**src/logic/cks_pkg.sv**
```systemverilog
// Package for the system clock switch: register layout, modes, timing.
// Assumes a single 20 MHz bus clock; oscillators are modelled as clock pins, with a ready input for the secondary only.
package cks_pkg;

  // Register byte offsets
  localparam logic [11:0] OSC_CTRL_OFS   = 12'h000;
  localparam logic [11:0] OSC_STAT_OFS   = 12'h004;
  localparam logic [11:0] TMR1_CTRL_OFS  = 12'h008;
  localparam logic [11:0] ACTIVE_SRC_OFS = 12'h00C;

  // Control register fields
  localparam int SCS_LSB  = 0;
  localparam int IRCF_LSB = 3;
  localparam logic [3:0] IRCF_RESET = 4'h7;
  localparam logic [1:0] SCS_RESET  = 2'h0;

  // Status register bit positions
  localparam int SECONDARY_OSC_READY_FLAG_BIT = 7;
  localparam int STARTUP_TIMER_STATUS_FLAG_BIT  = 5;
  localparam int HFR_BIT   = 4;
  localparam int MFR_BIT   = 2;
  localparam int LFR_BIT   = 1;

  localparam int T1OSC_BIT = 3;

  // Primary mode encodings
  localparam logic [2:0] MODE_LP = 3'h0;
  localparam logic [2:0] MODE_XT = 3'h1;
  localparam logic [2:0] MODE_HS = 3'h2;

  localparam int OST_COUNT = 1024;

  // Internal oscillator warm-up delay
  localparam int CLK_MHZ       = 20;
  localparam int WARM_NS       = 2000;
  localparam int WARM_CYCLES   = (WARM_NS * CLK_MHZ + 999) / 1000;

  typedef enum logic [1:0] { SRC_LF, SRC_MF, SRC_HF } cks_osc_t;
  typedef enum logic [1:0] { ACT_PRI, ACT_SEC, ACT_INT } cks_act_t;

  typedef struct packed {
    logic [3:0] ircf;
    logic [1:0] system_clock_select;
  } cks_ctrl_t;

endpackage

```
**src/logic/cks_top.sv**
```systemverilog
// What this block does
// - Start powered-down oscillator, wait warm-up first
// - Wait falling edge of current clock
// - Hold low until new clock rises
// - Update status, then switch done
// - Status shows each internal oscillator active
// - Same source: switch without warm-up
// - Select field picks primary, secondary, internal
// - Reset clears system clock select
// - Automatic switches leave select untouched
// - Start-up flag set after count ends, or by power-up timer outside crystal
// - Secondary oscillator enabled by timer1 bit
// - Crystal modes count 1024 cycles first
// - Two-speed off outside crystal modes
// - Count done before sleep: flag, go external
// - Sleep aborts count, flag stays clear
// - Two-speed needs switchover bit, select 00, crystal
// - Start after power-up timer or wake
// - Run internal; switch on edges after timeout
// - Reset loads frequency select with 0111
//
// File holds the clock switch controller with its AHB-Lite register slave.
// Assumes oscillator clocks are sampled as pins by hclk; the gated output
// clock is modelled by a registered system clock level.
`timescale 1ns/1ns
module cks_top
  import cks_pkg::*;
#(
  parameter int OST_N  = OST_COUNT,
  parameter int WARM_N = WARM_CYCLES
) (
  input  wire logic        hclk,            // Bus clock
  input  wire logic        hresetn,         // Async reset, low
  input  wire logic        hsel,            // Slave select
  input  wire logic [31:0] haddr,           // Address
  input  wire logic [1:0]  htrans,          // Transfer type
  input  wire logic        hwrite,          // Write
  input  wire logic [2:0]  hsize,           // Size
  input  wire logic [31:0] hwdata,          // Write data
  input  wire logic        hready,          // Bus ready
  output logic      [31:0] hrdata,          // Read data
  output logic             hreadyout,       // Slave ready
  output logic             hresp,           // Response
  input  wire logic [2:0]  primary_mode,    // Primary mode config
  input  wire logic        switchover_cfg,  // Two-speed enable config
  input  wire logic        power_up_timer_done,       // Power-up timer expired
  input  wire logic        sleep_req,       // Sleep executed, pulse
  input  wire logic        wake,            // Wake from sleep, pulse
  input  wire logic        pri_clk_pin,     // Primary oscillator clock
  input  wire logic        sec_clk_pin,     // Secondary oscillator clock
  input  wire logic        int_clk_pin,     // Internal block clock
  input  wire logic        sec_ready_pin,   // Secondary oscillator ready
  output logic             sys_clk,         // Switched system clock level
  output logic             sec_osc_en,      // Secondary oscillator enable
  output logic [2:0]       osc_power_en,    // HF, MF, LF power enables
  output logic [1:0]       active_src       // Active source
);

  typedef enum logic [2:0] { SW_IDLE, SW_WARM, SW_FALL, SW_RISE, SW_DONE } cks_sw_t;

  cks_ctrl_t  ctrl_reg;
  logic       t1osc_reg;
  logic       startup_timer_status_flag_reg;
  logic [2:0] osc_on_reg;
  cks_osc_t   cur_osc_reg;
  cks_osc_t   tgt_osc_reg;
  cks_act_t   act_reg;
  cks_sw_t    sw_reg;
  logic [15:0] warm_cnt_reg;
  logic [15:0] ost_cnt_reg;
  logic       ost_run_reg;
  logic       ost_done_reg;
  logic       power_up_timer_seen_reg;
  logic [3:0] ircf_prev_reg;
  logic [1:0] scs_prev_reg;
  logic       ts_pending_reg;

  // Pin synchronisers
  logic [1:0] pri_s, sec_s, int_s, rdy_s;
  always_ff @(posedge hclk or negedge hresetn) begin
    if (!hresetn) begin
      pri_s <= 2'h0;
      sec_s <= 2'h0;
      int_s <= 2'h0;
      rdy_s <= 2'h0;
    end else begin
      pri_s <= {pri_s[0], pri_clk_pin};
      sec_s <= {sec_s[0], sec_clk_pin};
      int_s <= {int_s[0], int_clk_pin};
      rdy_s <= {rdy_s[0], sec_ready_pin};
    end
  end

  logic pri_d, int_d;
  always_ff @(posedge hclk or negedge hresetn) begin
    if (!hresetn) begin
      pri_d <= 1'b0;
      int_d <= 1'b0;
    end else begin
      pri_d <= pri_s[1];
      int_d <= int_s[1];
    end
  end
  wire pri_rise = pri_s[1] & ~pri_d;
  wire pri_fall = ~pri_s[1] & pri_d;
  wire int_rise = int_s[1] & ~int_d;
  wire int_fall = ~int_s[1] & int_d;

  function automatic cks_osc_t osc_of(input logic [3:0] f);
    if (f[3] || f == 4'h3) osc_of = SRC_HF;
    else if (f[3:1] == 3'h0) osc_of = SRC_LF;
    else osc_of = SRC_MF;
  endfunction

  wire crystal = (primary_mode == MODE_LP) || (primary_mode == MODE_XT) ||
                 (primary_mode == MODE_HS);
  wire ts_enable = switchover_cfg && (ctrl_reg.system_clock_select == 2'h0) && crystal;

  // AHB-Lite slave, zero wait
  logic        dp_wr, dp_rd;
  logic [11:0] dp_addr;
  wire         take = hsel && htrans[1] && hready;
  always_ff @(posedge hclk or negedge hresetn) begin
    if (!hresetn) begin
      dp_wr   <= 1'b0;
      dp_rd   <= 1'b0;
      dp_addr <= 12'h000;
    end else begin
      dp_wr   <= take && hwrite;
      dp_rd   <= take && !hwrite;
      dp_addr <= haddr[11:0];
    end
  end

  logic [7:0] stat_val;
  always_comb begin
    stat_val = 8'h00;
    stat_val[SECONDARY_OSC_READY_FLAG_BIT] = t1osc_reg ? rdy_s[1] : 1'b1;
    stat_val[STARTUP_TIMER_STATUS_FLAG_BIT]  = startup_timer_status_flag_reg;
    stat_val[HFR_BIT]   = osc_on_reg[SRC_HF];
    stat_val[MFR_BIT]   = osc_on_reg[SRC_MF];
    stat_val[LFR_BIT]   = osc_on_reg[SRC_LF];
  end

  always_ff @(posedge hclk or negedge hresetn) begin
    if (!hresetn) begin
      hrdata <= 32'h0000_0000;
    end else if (take && !hwrite) begin
      case (haddr[11:0])
        OSC_CTRL_OFS:   hrdata <= {25'h0, ctrl_reg.ircf, 1'b0, ctrl_reg.system_clock_select};
        OSC_STAT_OFS:   hrdata <= {24'h0, stat_val};
        TMR1_CTRL_OFS:  hrdata <= {28'h0, t1osc_reg, 3'h0};
        ACTIVE_SRC_OFS: hrdata <= {30'h0, act_reg};
        default:        hrdata <= 32'h0000_0000;
      endcase
    end
  end

  always_ff @(posedge hclk or negedge hresetn) begin
    if (!hresetn) begin
      hreadyout <= 1'b1;
      hresp     <= 1'b0;
    end else begin
      hreadyout <= 1'b1;
      hresp     <= 1'b0;
    end
  end

  // Software writes; automatic switches never touch select
  always_ff @(posedge hclk or negedge hresetn) begin
    if (!hresetn) begin
      ctrl_reg.ircf <= IRCF_RESET;
      ctrl_reg.system_clock_select  <= SCS_RESET;
      t1osc_reg     <= 1'b0;
    end else if (dp_wr) begin
      case (dp_addr)
        OSC_CTRL_OFS: begin
          ctrl_reg.ircf <= hwdata[IRCF_LSB +: 4];
          ctrl_reg.system_clock_select  <= hwdata[SCS_LSB +: 2];
        end
        TMR1_CTRL_OFS: t1osc_reg <= hwdata[T1OSC_BIT];
        default: ;
      endcase
    end
  end

  always_ff @(posedge hclk or negedge hresetn) begin
    if (!hresetn) sec_osc_en <= 1'b0;
    else sec_osc_en <= t1osc_reg;
  end

  always_ff @(posedge hclk or negedge hresetn) begin
    if (!hresetn) begin
      ircf_prev_reg <= IRCF_RESET;
      scs_prev_reg  <= SCS_RESET;
    end else begin
      // Keep a change pending until the sequencer is free to take it
      if (sw_reg == SW_IDLE) ircf_prev_reg <= ctrl_reg.ircf;
      scs_prev_reg  <= ctrl_reg.system_clock_select;
    end
  end
  wire ircf_chg = ctrl_reg.ircf != ircf_prev_reg;

  // Internal frequency switch sequencer
  always_ff @(posedge hclk or negedge hresetn) begin
    if (!hresetn) begin
      sw_reg       <= SW_IDLE;
      cur_osc_reg  <= SRC_MF;
      tgt_osc_reg  <= SRC_MF;
      osc_on_reg   <= 3'h0;
      warm_cnt_reg <= 16'h0000;
    end else begin
      case (sw_reg)
        SW_IDLE: begin
          osc_on_reg <= 3'h0;
          osc_on_reg[cur_osc_reg] <= 1'b1;
          if (ircf_chg) begin
            tgt_osc_reg <= osc_of(ctrl_reg.ircf);
            if (osc_of(ctrl_reg.ircf) == cur_osc_reg) begin
              sw_reg <= SW_IDLE;
            end else if (!osc_on_reg[osc_of(ctrl_reg.ircf)]) begin
              warm_cnt_reg <= 16'h0000;
              sw_reg <= SW_WARM;
            end else begin
              sw_reg <= SW_FALL;
            end
          end
        end
        SW_WARM: begin
          warm_cnt_reg <= warm_cnt_reg + 16'h0001;
          if (warm_cnt_reg == 16'(WARM_N - 1)) sw_reg <= SW_FALL;
        end
        SW_FALL: if (int_fall) sw_reg <= SW_RISE;
        SW_RISE: if (int_rise) begin
          cur_osc_reg <= tgt_osc_reg;
          sw_reg <= SW_DONE;
        end
        SW_DONE: begin
          osc_on_reg <= 3'h0;
          osc_on_reg[cur_osc_reg] <= 1'b1;
          sw_reg <= SW_IDLE;
        end
        default: sw_reg <= SW_IDLE;
      endcase
    end
  end

  always_ff @(posedge hclk or negedge hresetn) begin
    if (!hresetn) osc_power_en <= 3'h0;
    else begin
      osc_power_en <= 3'h0;
      osc_power_en[cur_osc_reg] <= 1'b1;
      if (sw_reg != SW_IDLE) osc_power_en[tgt_osc_reg] <= 1'b1;
    end
  end

  // Start-up timer and two-speed start-up
  always_ff @(posedge hclk or negedge hresetn) begin
    if (!hresetn) power_up_timer_seen_reg <= 1'b0;
    else if (power_up_timer_done) power_up_timer_seen_reg <= 1'b1;
  end
  wire por_start = power_up_timer_done && !power_up_timer_seen_reg;

  always_ff @(posedge hclk or negedge hresetn) begin
    if (!hresetn) begin
      ost_run_reg  <= 1'b0;
      ost_done_reg <= 1'b0;
      ost_cnt_reg  <= 16'h0000;
    end else if (sleep_req) begin
      ost_run_reg  <= 1'b0;
      ost_done_reg <= 1'b0;
      ost_cnt_reg  <= 16'h0000;
    end else if ((por_start || wake) && crystal) begin
      ost_run_reg  <= 1'b1;
      ost_done_reg <= 1'b0;
      ost_cnt_reg  <= 16'h0000;
    end else if (ost_run_reg && pri_rise) begin
      ost_cnt_reg <= ost_cnt_reg + 16'h0001;
      if (ost_cnt_reg == 16'(OST_N - 1)) begin
        ost_run_reg  <= 1'b0;
        ost_done_reg <= 1'b1;
      end
    end
  end

  // Switchover from internal to primary after timeout
  always_ff @(posedge hclk or negedge hresetn) begin
    if (!hresetn) begin
      ts_pending_reg <= 1'b0;
      startup_timer_status_flag_reg       <= 1'b0;
    end else if (sleep_req || por_start || wake) begin
      ts_pending_reg <= 1'b0;
      startup_timer_status_flag_reg       <= crystal ? 1'b0 : power_up_timer_seen_reg | por_start;
    end else if (!crystal) begin
      startup_timer_status_flag_reg <= power_up_timer_seen_reg;
    end else if (ost_done_reg && !startup_timer_status_flag_reg && !ts_pending_reg && int_fall) begin
      ts_pending_reg <= 1'b1;
      startup_timer_status_flag_reg       <= 1'b1;
    end else if (ts_pending_reg && pri_fall) begin
      ts_pending_reg <= 1'b0;
    end
  end

  // Active source and glitch-free output
  cks_act_t act_want;
  always_comb begin
    if (ctrl_reg.system_clock_select[1]) act_want = ACT_INT;
    else if (ctrl_reg.system_clock_select == 2'h1) act_want = ACT_SEC;
    else if (ts_enable && (!startup_timer_status_flag_reg || ts_pending_reg)) act_want = ACT_INT;
    else act_want = ACT_PRI;
  end

  // Source only moves while the system clock is low
  always_ff @(posedge hclk or negedge hresetn) begin
    if (!hresetn) act_reg <= ACT_PRI;
    else if (!sys_clk) act_reg <= act_want;
  end

  always_ff @(posedge hclk or negedge hresetn) begin
    if (!hresetn) active_src <= 2'h0;
    else active_src <= act_reg;
  end

  always_ff @(posedge hclk or negedge hresetn) begin
    if (!hresetn) sys_clk <= 1'b0;
    else if (sw_reg == SW_RISE || ts_pending_reg) sys_clk <= 1'b0;
    else if ((act_want != act_reg) && !sys_clk) sys_clk <= 1'b0;
    else begin
      case (act_reg)
        ACT_PRI: sys_clk <= pri_s[1];
        ACT_SEC: sys_clk <= sec_s[1];
        default: sys_clk <= int_s[1];
      endcase
    end
  end

endmodule

```
**config.mk**
```make
export PLATFORM = sky130hd
export DESIGN_NAME = cks_top
export DESIGN_NICKNAME = d
export VERILOG_FILES = /design/src/logic/cks_pkg.sv /design/src/logic/cks_top.sv
export SDC_FILE = /design/constraint.sdc
export NUM_CORES = 1
export LEC_CHECK = 0
export ABC_CLOCK_PERIOD_IN_PS = 4510
export BUFFER_PORTS_ARGS = -buffer_cell sky130_fd_sc_hd__buf_2
export CORE_MARGIN = 5
export CORE_UTILIZATION = 56
export DETAILED_ROUTE_END_ITERATION = 8
export PLACE_DENSITY = 0.85
export REMOVE_ABC_BUFFERS = 1
export SYNTH_ARGS = -nofsm -noshare
export SYNTH_HDL_FRONTEND = slang
export SYNTH_SLANG_ARGS = --single-unit
```
**constraint.sdc**
```tcl
create_clock -name hclk -period 4.51 [get_ports hclk]
set_clock_uncertainty 0.1 [all_clocks]
set_input_delay 0.6765 -clock hclk [delete_from_list [all_inputs] [get_ports hclk]]
set_output_delay 0.6765 -clock hclk [all_outputs]
set_load 0.02 [all_outputs]
```
After elaboration in Yosys (flattened, before gate mapping)
Cells that the tools add are included.

cells by class
  equal/unequal tests = 25
  divide/modulo/power cells = 0
  multiplexer cells = 52
  reductions and logical operators = 52
  bitwise gates (word level) = 10
  shift operators = 0
  multiply operators = 0
  $add $sub $neg = 2
  order comparisons = 5

operator list
  cell                                                                      count
  16-bit 2-to-1 mux                                                         6
  12-bit by 4-bit equality test with 1-bit output (second input constant)   3
  16-bit by 1-bit adder with 16-bit output (second input constant)          2
  16-bit one-hot mux with 2 select lines                                    1
  8-bit one-hot mux with 4 select lines                                     1
  12-bit logical NOT                                                        2
  1-bit 2-to-1 mux                                                          23
  2-bit 2-to-1 mux                                                          11
  1-bit logical AND                                                         17
  16-bit by 10-bit equality test with 1-bit output (second input constant)  1
  16-bit by 6-bit equality test with 1-bit output (second input constant)   1
  3-bit 2-to-1 mux                                                          5
  12-bit by 3-bit equality test with 1-bit output (second input constant)   1
  2-bit inequality test (second input constant)                             6
  3-bit one-hot mux with 4 select lines                                     1
  2-bit AND reduction                                                       6
  3-bit nonzero test                                                        4
  3-bit by 2-bit equality test with 1-bit output (second input constant)    3
  3-bit logical NOT                                                         3
  2-bit by 3-bit < comparator with 1-bit output (second input constant)     3
  1-bit logical OR                                                          8
  4-bit AND reduction                                                       2
  3-bit by 1-bit equality test with 1-bit output (second input constant)    2
  1-bit logical NOT                                                         5
  other kinds (18)                                                          29

storage, ports and cells
  word-level logic and storage cells = 175
  register bits = 122
  latch bits = 0
  memory bits (writable) = 0
  memories = 0
  memory bits (read-only) = 0

Logic depth before layout (Yosys ltp)
Gate-level depths: netlist (run 1).

  depth after elaboration = 15
  mapped depth = 8
  mapped depth without buffers = 6

Worst setup path after synthesis (run 1)
Ideal clock, no wire load.

  kind = in2reg
  start point = input port haddr[7]
  end point = register hrdata[7]
  arrival = 1.937 ns
  path slack = 2.405 ns
  stages = 5
  path through = or4_1 > nor4_1 > nand2b_1 > nor2_2 > a32o_1

on the way
  cells in the longest elaborated chain, start to end = 2
  elaborated cells between the ends (all ways) = 5
  those cells by class = eq/ne: 3; mux: 1; reduce/logical: 1

RTL lines
  what                                                                           RTL line        text
  start: declaration                                                             cks_top.sv:35   input wire logic [31:0] haddr,
  12-bit by 4-bit equality test with 1-bit output, or another cell as far along  cks_top.sv:149  case (haddr[11:0])
  8-bit one-hot mux with 4 select lines (*)                                      cks_top.sv:149
  end signal: assignment                                                         cks_top.sv:150  OSC_CTRL_OFS: hrdata <= {25'h0, ctrl_reg.ircf, 1'b0, ctrl_reg.system_clock_select};
  end signal: assignment                                                         cks_top.sv:151  OSC_STAT_OFS: hrdata <= {24'h0, stat_val};
  end signal: assignment                                                         cks_top.sv:152  TMR1_CTRL_OFS: hrdata <= {28'h0, t1osc_reg, 3'h0};
  end: declaration                                                               cks_top.sv:41   output logic [31:0] hrdata,

Every way passes the cells marked *; elsewhere a longest branch is shown, timed or not.
A chain may end at the register's enable or synchronous reset.

Worst setup path after layout (run 1)
  start point = register sw_reg[1]
  end point = register warm_cnt_reg[0]

on the way
  cells in the longest elaborated chain, start to end = 3
  elaborated cells between the ends (all ways) = 8
  those cells by class = eq/ne: 4; mux: 1; reduce/logical: 3

RTL lines
  what                                                                                 RTL line        text
  start: declaration                                                                   cks_top.sv:68   cks_sw_t sw_reg;
  start signal: assignment                                                             cks_top.sv:207  sw_reg <= SW_IDLE;
  start signal: assignment                                                             cks_top.sv:220  sw_reg <= SW_IDLE;
  start signal: assignment                                                             cks_top.sv:223  sw_reg <= SW_WARM;
  3-bit logical NOT or 3-bit by 1-bit equality test with 1-bit output (tied branches)  cks_top.sv:213  case (sw_reg)
  2-bit inequality test (no source line) or 2-bit nonzero test (tied branches)         --
  4-bit AND reduction (no source line)                                                 --
  end signal: assignment                                                               cks_top.sv:230  warm_cnt_reg <= warm_cnt_reg + 16'h0001;
  end: declaration                                                                     cks_top.sv:69   logic [15:0] warm_cnt_reg;

Several ways; a longest one is shown, not always the timed one.

==> results of run 1 <==
==> layer usage <==
layer	vias up	part of all wire (%)	track usage, %	wire length [µm]
li1	1520	-	-	-
met1	1605	42	23.3	3680
met2	97	52	31.1	4610
met3	11	4.8	4.17	422
met4	0	1.5	7.15	133
met5	-	0	0	0
==> critical path: cells and delay by family (launching register included) <==
kind             cells  cell delay [ns]
AO/OA/AOI/OAI        1             0.21
AND/OR/NAND/NOR      4             1.29
flip-flops           1             0.46
==> cell families (layout without fill, tap and decap cells) <==
group	Yosys count	after routing
compound gates	58	58
xor+xnor	29	29
fa+ha+maj	2	2
buf+inv	49	78
flops	98	98
mux	17	17
other cells	2	26
simple gates	168	168
==> cell type report <==
class                   count  area share (%)
flip-flops and latches     98            50.0
multi-input cells         300            37.8
repair buffers             50            5.18
clock buffers              11            2.67
well taps                 102            2.59
inverters                  12           0.915
clock inverters             5           0.813
==> Yosys cell counts (all sizes together) (12+ instances only) <==
cell type / number
buf: 34
dfrtp: 90
inv: 12
mux2: 13
nand2: 39
nand3: 19
nor2: 40
nor3: 13
o21ai: 19
xnor2: 20
==> power by group through the flow <==
stage / Clock (µW) / Combinational (µW) / Sequential, µW
after global routing: 559 / 310 / 1030
after CTS: 521 / 282 / 1020
after global placement: 0 / 271 / 1030
final: 508 / 280 / 1020
after floorplan: 0 / 172 / 1030
after detailed placement: 0 / 280 / 1030
==> metrics by stage <==
stage          worst slack (ns)  cells  instance area, µm²  hold WS, ns  util (%)
6_report                   2.29    578                4920        0.264      63.1
5_1_grt                    2.11    578                4920        0.273      63.1
4_1_cts                    2.27    578                4920        0.264      63.1
3_5_place_dp               2.02    562                4750        0.237      60.9
3_3_place_gp               2.06    562                4750        0.232      60.9
2_1_floorplan              2.41    410                4370        0.231         -
==> path summary, 6_finish.rpt <==
path / from / end / slack [ns] / depth (start not counted)
worst max-delay path: sw_reg[1] / warm_cnt_reg[0] / 2.29 / 5
worst min-delay path: sec_s[0] / sec_s[1] / 0.26 / 0
worst max register to register: sw_reg[1] / warm_cnt_reg[0] / 2.29 / 5
worst min register to register: sec_s[0] / sec_s[1] / 0.26 / 0
max in group asynchronous: hresetn / ctrl_reg[2] / 3.04 / 2
min in group asynchronous: hresetn / rdy_s[0] / 0.31 / 1
==> results_dict.tcl, run 1 <==
set metrics [dict create \
    status "finished, final reports clean" \
    gr-usage-all-layers_pct 18.5 \
    clock.fmax_mhz 451 \
    synth_compound_area_share_pct 8.47 \
    drcViolationCount 0 \
    multi_input_area_um2 1860 \
    area.growth.synth_to_final_pct 8.52 \
    sequentialPowerShare_pct 56.3 \
    async_flop_share_pct 100 \
    grt_pass1_wl_mm 14.8 \
    cp-end-kind "flip-flop" \
    path_class "flip-flop to flip-flop" \
    firstDrtPassIters 5 \
    hold_viol 0 \
    root_buffer "clkbuf_8" \
    p_leak_uw 0.00222 \
    insertedDiodeCount 0 \
    muxShareOfSynthArea_pct 4.11 \
    ff_latch_area_um2 2460 \
    grt_max_degree 73 \
    relSlewSlack_pct 41.7 \
    post_cts_buffers 0 \
    numPortBuffers 49 \
    max-vdd-ir-drop_mv 0.278 \
    fin_setup_tns_ns 0 \
    crit_path_max_incr_delay_ns 0.55 \
    numClockSinks 98 \
    synth_top_family_by_area "simple AND/OR/NAND/NOR gates" \
    hpwlAfterDp_mm 6.25 \
    synth_simple_gate_area_share_pct 20.2 \
    tightest_slew_ns 0.874 \
    power.switching_uw 545 \
    power_uw 1800 \
    ant_nets 0 \
    drv_slew 0 \
    nets 558 \
    final_cell_mix "90 x dfrtp_1, 48 x buf_2, 38 x nor2_1, 38 x nand2_1, 26 x conb_1" \
    synth_area_leaders "dfrtp_1 50%, buf_4 4.6%, dfstp_2 4.6%" \
    wire_per_inst_um 15.3 \
    gp_congestion 0.813 \
    cts_hold_buffers 0 \
    synth_cell_types 62 \
    yosysTopAreaCellShare_pct 49.6 \
    intPower_uw 1260 \
    initialDrtViolationCount 186 \
    cts_buffers 9 \
    cp_data_arrival_time_ns 2.34 \
    grt-ovfl-total 0 \
    period_needed_ns 2.22 \
    min_path_type "flip-flop to flip-flop" \
    path_max_fanout 16 \
    clkSlewWorstSetupHoldPaths_ns 0.09 \
    grt_pass1_vias 3235 \
    ys_ff_latch 98 \
    synth_area_um2 4540 \
    clk_latency_ns 0.37 \
    fp.coreArea_um2 7810 \
    ys_seq_area_share_pct 54.3 \
    fp.dieW_um 100 \
    critPathRequiredTime_ns 4.63 \
    ys.flop_type "dfrtp_1" \
    netlist_instances 423 \
    cp_slowest_cell "nor3_4" \
    synth_top_area_cell "dfrtp_1" \
    switching_share_pct 30.2 \
    cp-start-kind "flip-flop" \
    pwr-share-clk_pct 28.1 \
    synth_fa_ha_area_share_pct 0.552 \
    die_h_um 100 \
    fin_crit_sh_pct 49.2 \
    postCtsResizedCells 0 \
    syn_avg_cell_area_um2 10.7 \
    setup_viol 0 \
    yosysWarnings 0 \
    wirelength_mm 8.85 \
    layout-drive-gt1-share_pct 21.0 \
    io_pins 126 \
    comb_power_share_pct 15.5 \
    mostFrequentLayoutCell "dfrtp_1" \
    crit_chain "or2_1, nor2_4, nand2_2, nor3_4, o21ai_0" \
    rsz0062_at_grt "false" \
    maxCapViolCount 0 \
    clk_path_buf_depth 2 \
    fp-row-count 32 \
    nFillCells 623 \
    post_drt_via_cell_ratio 5.59 \
    dr_total_vias 3233 \
    die_area_um2 10000 \
    synthXorXnorAreaFrac_pct 5.60 \
    htreeDepth 3 \
    antenna_found_initial 0 \
    start_util_pct 58.1 \
    p_per_area_nw_per_um2 366 \
    synth-edff-count 0 \
    cts_tree "done" \
]
No activity file was read; power rests on OpenSTA's default activity.
==> inputs of run 2 (changes only) <==
ABC_CLOCK_PERIOD_IN_PS = 2320   (was 4510)
CORE_UTILIZATION = 52   (was 56)
PLACE_DENSITY = 0.8   (was 0.85)
clock period = 2.32 ns   (was 4.51 ns; I/O delays follow)
==> results_dict.tcl, run 2 (synthesis results as in run 1) <==
set metrics [dict create \
    cp_data_arrival_time_ns 2.48 \
    r2r_cells 5 \
    path_class "input port to flip-flop" \
    dp_cells 576 \
    clkSlewWorstSetupHoldPaths_ns 0.09 \
    io_pins 126 \
    critPathRequiredTime_ns 2.52 \
    htreeDepth 3 \
    cp-end-kind "flip-flop" \
    layout-drive-gt1-share_pct 22.0 \
    clk_path_buf_depth 2 \
    die_h_um 103 \
    wire_per_inst_um 14.8 \
    nFillCells 679 \
    wirelength_mm 8.98 \
    hold_viol 0 \
    fin_cells 607 \
    antenna_found_initial 0 \
    numClockSinks 98 \
    utilization_pct 61.1 \
    firstDrtPassIters 4 \
    whs_path_depth 2 \
    cp_slowest_cell "or4_1" \
    gr-usage-all-layers_pct 18.3 \
    rrSetupSlack_ns 0.17 \
    fin_crit_sh_pct 98.5 \
    min_path_type "input port to flip-flop" \
    placed_area_um2 4820 \
    dr_total_vias 3226 \
    drcViolationCount 0 \
    period_needed_ns 2.28 \
    fp.coreArea_um2 8590 \
    grt_max_degree 39 \
    path_max_fanout 5 \
    cts_tree "done" \
    maxCapViolCount 0 \
    grt_pass1_vias 3215 \
    status "finished, final reports clean" \
    hpwlAfterDp_mm 6.32 \
    cts_buffers 9 \
    fin_area_um2 5250 \
    fp-row-count 34 \
    post_cts_buffers 0 \
    setup_viol 0 \
    mostFrequentLayoutCell "dfrtp_1" \
    insertedDiodeCount 0 \
    multi_input_area_um2 1870 \
    clk_latency_ns 0.36 \
    initialDrtViolationCount 151 \
    root_buffer "clkbuf_8" \
    crit_path_max_incr_delay_ns 0.55 \
    ff_latch_area_um2 2460 \
    final_cell_mix "90 x dfrtp_1, 48 x buf_2, 38 x nor2_1, 38 x nand2_1, 26 x conb_1" \
    area.growth.synth_to_final_pct 15.6 \
    fp.dieW_um 103 \
    whs_ns 0.0753 \
    grt-ovfl-total 0 \
    clock.fmax_mhz 438 \
    drv_slew 0 \
    grt_pass1_wl_mm 15.4 \
    p_per_area_nw_per_um2 757 \
    numPortBuffers 49 \
    crit_chain "dlygate4sd3_1, buf_2, or4_1, nor4_2, nand2b_1, nor2_4, a32o_1" \
    die_area_um2 10700 \
    nets 581 \
    p_leak_uw 0.00238 \
    tightest_slew_ns 0.512 \
    max-vdd-ir-drop_mv 0.493 \
    relSlewSlack_pct 65.5 \
    ant_nets 0 \
    gp_congestion 0.866 \
    start_util_pct 52.8 \
    cp-start-kind "input port" \
    post_drt_via_cell_ratio 5.31 \
]
run 2: worst max-delay path: cells and delay by family:
family	cells	cell delay (ns)
and+or+nand+nor	4	1.29
buffers and inverters	2	0.67
AOI/OAI and AO/OA	1	0.19
run 2: metrics by stage:
stage	worst slack, ns	power [µW]	TNS [ns]
finish	0.0359	3970	0
global route	-0.0399	4160	-0.116
CTS	0.0401	4000	0
detailed placement	0.209	2570	0
global placement	0.214	2540	0
floorplan	0.484	2350	0
run 2: final cells by class:
class	instances	area share, %
Clock inverter	6	2.62
Tap cell	108	2.58
Inverter	12	0.859
Clock buffer	10	2.43
Timing Repair Buffer	73	8.87
Sequential cell	98	46.9
Multi-Input combinational cell	300	35.7
run 2: report_power, final:
group	leakage (µW)	internal (µW)	switching (µW)
combinational	0.00102	241	341
clock	0.000131	831	588
sequential	0.00123	1840	135
run 2: worst paths after layout:
kind | start | endpoint
min reg2reg | sec_s[0] | sec_s[1]
max in group asynchronous | hresetn | dp_addr[5]
min | sleep_req | ost_run_reg
max | haddr[7] | hrdata[7]
min in group asynchronous | hresetn | warm_cnt_reg[3]
max reg2reg | warm_cnt_reg[11] | sw_reg[1]
run 2: timing repair:
action,in CTS,in global routing
setup endpoints to repair,0,5
gates resized for setup,0,2
hold buffers,14,1
endpoints found under the hold margin,45,1
run 2: metal layers:
layer,share of wire (%),vias up,global-route usage (%)
met5,0,-,0
met2,50,76,29.6
met3,4.7,15,3.29
met1,43,1576,24.9
li1,-,1559,-
met4,1.5,0,6.37
==> inputs of run 3 (changes only) <==
CORE_UTILIZATION = 45   (was 52)
PLACE_DENSITY = 0.69   (was 0.8)
==> results_dict.tcl, run 3 (synthesis results as in run 1) <==
set metrics [dict create \
    fin_setup_tns_ns 0 \
    grt_pass1_wl_mm 15.7 \
    intPower_uw 2520 \
    layout-drive-gt1-share_pct 22.1 \
    ant_nets 0 \
    clk_latency_ns 0.37 \
    placed_area_um2 4860 \
    hold_viol 0 \
    r2r-start "warm_cnt_reg[11]" \
    period_needed_ns 2.17 \
    cp_data_arrival_time_ns 2.38 \
    post_cts_buffers 0 \
    post_drt_via_cell_ratio 5.03 \
    comb_power_share_pct 16.2 \
    p_per_area_nw_per_um2 693 \
    mostFrequentLayoutCell "dfrtp_1" \
    fin_area_um2 5190 \
    setup_viol 0 \
    p_leak_uw 0.00235 \
    max-vdd-ir-drop_mv 0.401 \
    io_pins 126 \
    clkSlewWorstSetupHoldPaths_ns 0.10 \
    cp-endpoint "hrdata[2]" \
    power.switching_uw 1080 \
    r2r_cells 5 \
    gr-usage-all-layers_pct 15.3 \
    htreeDepth 3 \
    rsz0062_at_grt "false" \
    path_max_fanout 5 \
    firstDrtPassIters 4 \
    clock.fmax_mhz 460 \
    clk_path_buf_depth 2 \
    status "finished, final reports clean" \
    relSlewSlack_pct 65.6 \
    dr_total_vias 3172 \
    cp-start-kind "input port" \
    start_util_pct 46.2 \
    fp.dieW_um 110 \
    grt_pass1_vias 3281 \
    sequentialPowerShare_pct 54.9 \
    root_buffer "clkbuf_8" \
    die_h_um 110 \
    grt_max_degree 71 \
    min_path_type "input port to flip-flop" \
    critPathRequiredTime_ns 2.52 \
    insertedDiodeCount 0 \
    drv_slew 0 \
    rrSetupSlack_ns 0.40 \
    maxCapViolCount 0 \
    fp.coreArea_um2 9820 \
    nFillCells 914 \
    initialDrtViolationCount 70 \
    hpwlAfterDp_mm 6.10 \
    final_cell_mix "90 x dfrtp_1, 48 x buf_2, 38 x nor2_1, 38 x nand2_1, 26 x conb_1" \
    drcViolationCount 0 \
    antenna_found_initial 0 \
    power_uw 3600 \
    path_class "input port to flip-flop" \
    cts_buffers 9 \
    gp_congestion 0.773 \
    pwr-share-clk_pct 28.9 \
    numClockSinks 98 \
    crit_path_start "haddr[1]" \
    fp-row-count 36 \
    cp-end-kind "flip-flop" \
    area.growth.synth_to_final_pct 14.5 \
    tightest_slew_ns 0.512 \
    numPortBuffers 49 \
    wirelength_mm 8.67 \
    fin_crit_sh_pct 93.6 \
    cts_tree "done" \
    r2r_end "sw_reg[1]" \
    die_area_um2 12200 \
    hp-start "sleep_req" \
    wire_per_inst_um 13.7 \
    nets 580 \
    switching_share_pct 30.1 \
    grt-ovfl-total 0 \
]
run 3: cell count changes in the layout (fill, tap and decap cells not counted), sizes merged:
cell | previous run | this run
clkinv | 1 | 2
inv | 13 | 16
bufinv | 4 | 0
buf | 58 | 57
run 3: worst max-delay path: stages:
cell and delay [ns]:
dlygate4sd3_1 0.54, buf_2 0.12, or4_1 0.53, nor4_2 0.25
nand2b_1 0.17, nor2_2 0.22, a32o_1 0.20
run 3: how the worst min path moves through the flow:
stage                   to  depth (start not counted)
2_1_floorplan   act_reg[0]                          0
3_3_place_gp      rdy_s[0]                          1
3_5_place_dp      rdy_s[0]                          1
4_1_cts        ost_run_reg                          2
5_1_grt        ost_run_reg                          2
6_report       ost_run_reg                          2
run 3: power by group through the flow:
stage / Combinational [µW] / Sequential [µW] / Clock, µW
6_report: 584 / 1980 / 1040
5_1_grt: 661 / 2000 / 1150
4_1_cts: 589 / 1970 / 1080
3_5_place_dp: 565 / 2010 / 0
3_3_place_gp: 552 / 2000 / 0
2_1_floorplan: 335 / 2010 / 0
run 3: metrics by stage:
step           worst slack, ns  util (%)  hold slack (ns)  std cells
6_report                 0.148      52.9           0.0467        631
5_1_grt                 0.0333      52.9           0.0446        631
4_1_cts                 0.0420      52.8           0.0307        631
3_5_place_dp            0.0991      49.5            0.200        600
3_3_place_gp             0.181      49.5            0.191        600
2_1_floorplan            0.484         -          -0.0476        410
run 3: area by class of cell:
class	instances	area (µm²)	share of cell area, %
repair buffers	72	470	9.06
flip-flops and latches	98	2460	47.4
inverters	12	45.0	0.867
multi-input cells	300	1870	36.0
clock buffers	10	138	2.65
clock inverters	6	45.0	0.867
well taps	133	166	3.20
run 3: layer usage:
metal	GRT usage, %	share of wire (%)	vias up
li1	-	-	1558
met1	19.1	44	1563
met2	26.3	52	47
met3	3.77	3.5	4
met4	4.19	0.85	0
met5	0	0	-
run 3: what timing repair did:
| action | 4_1_cts | 5_1_grt |
|---|---|---|
| gates resized for setup | 0 | 1 |
| hold endpoints to repair | 35 | 0 |
| setup endpoints to repair | 0 | 6 |
| hold buffers | 15 | 0 |
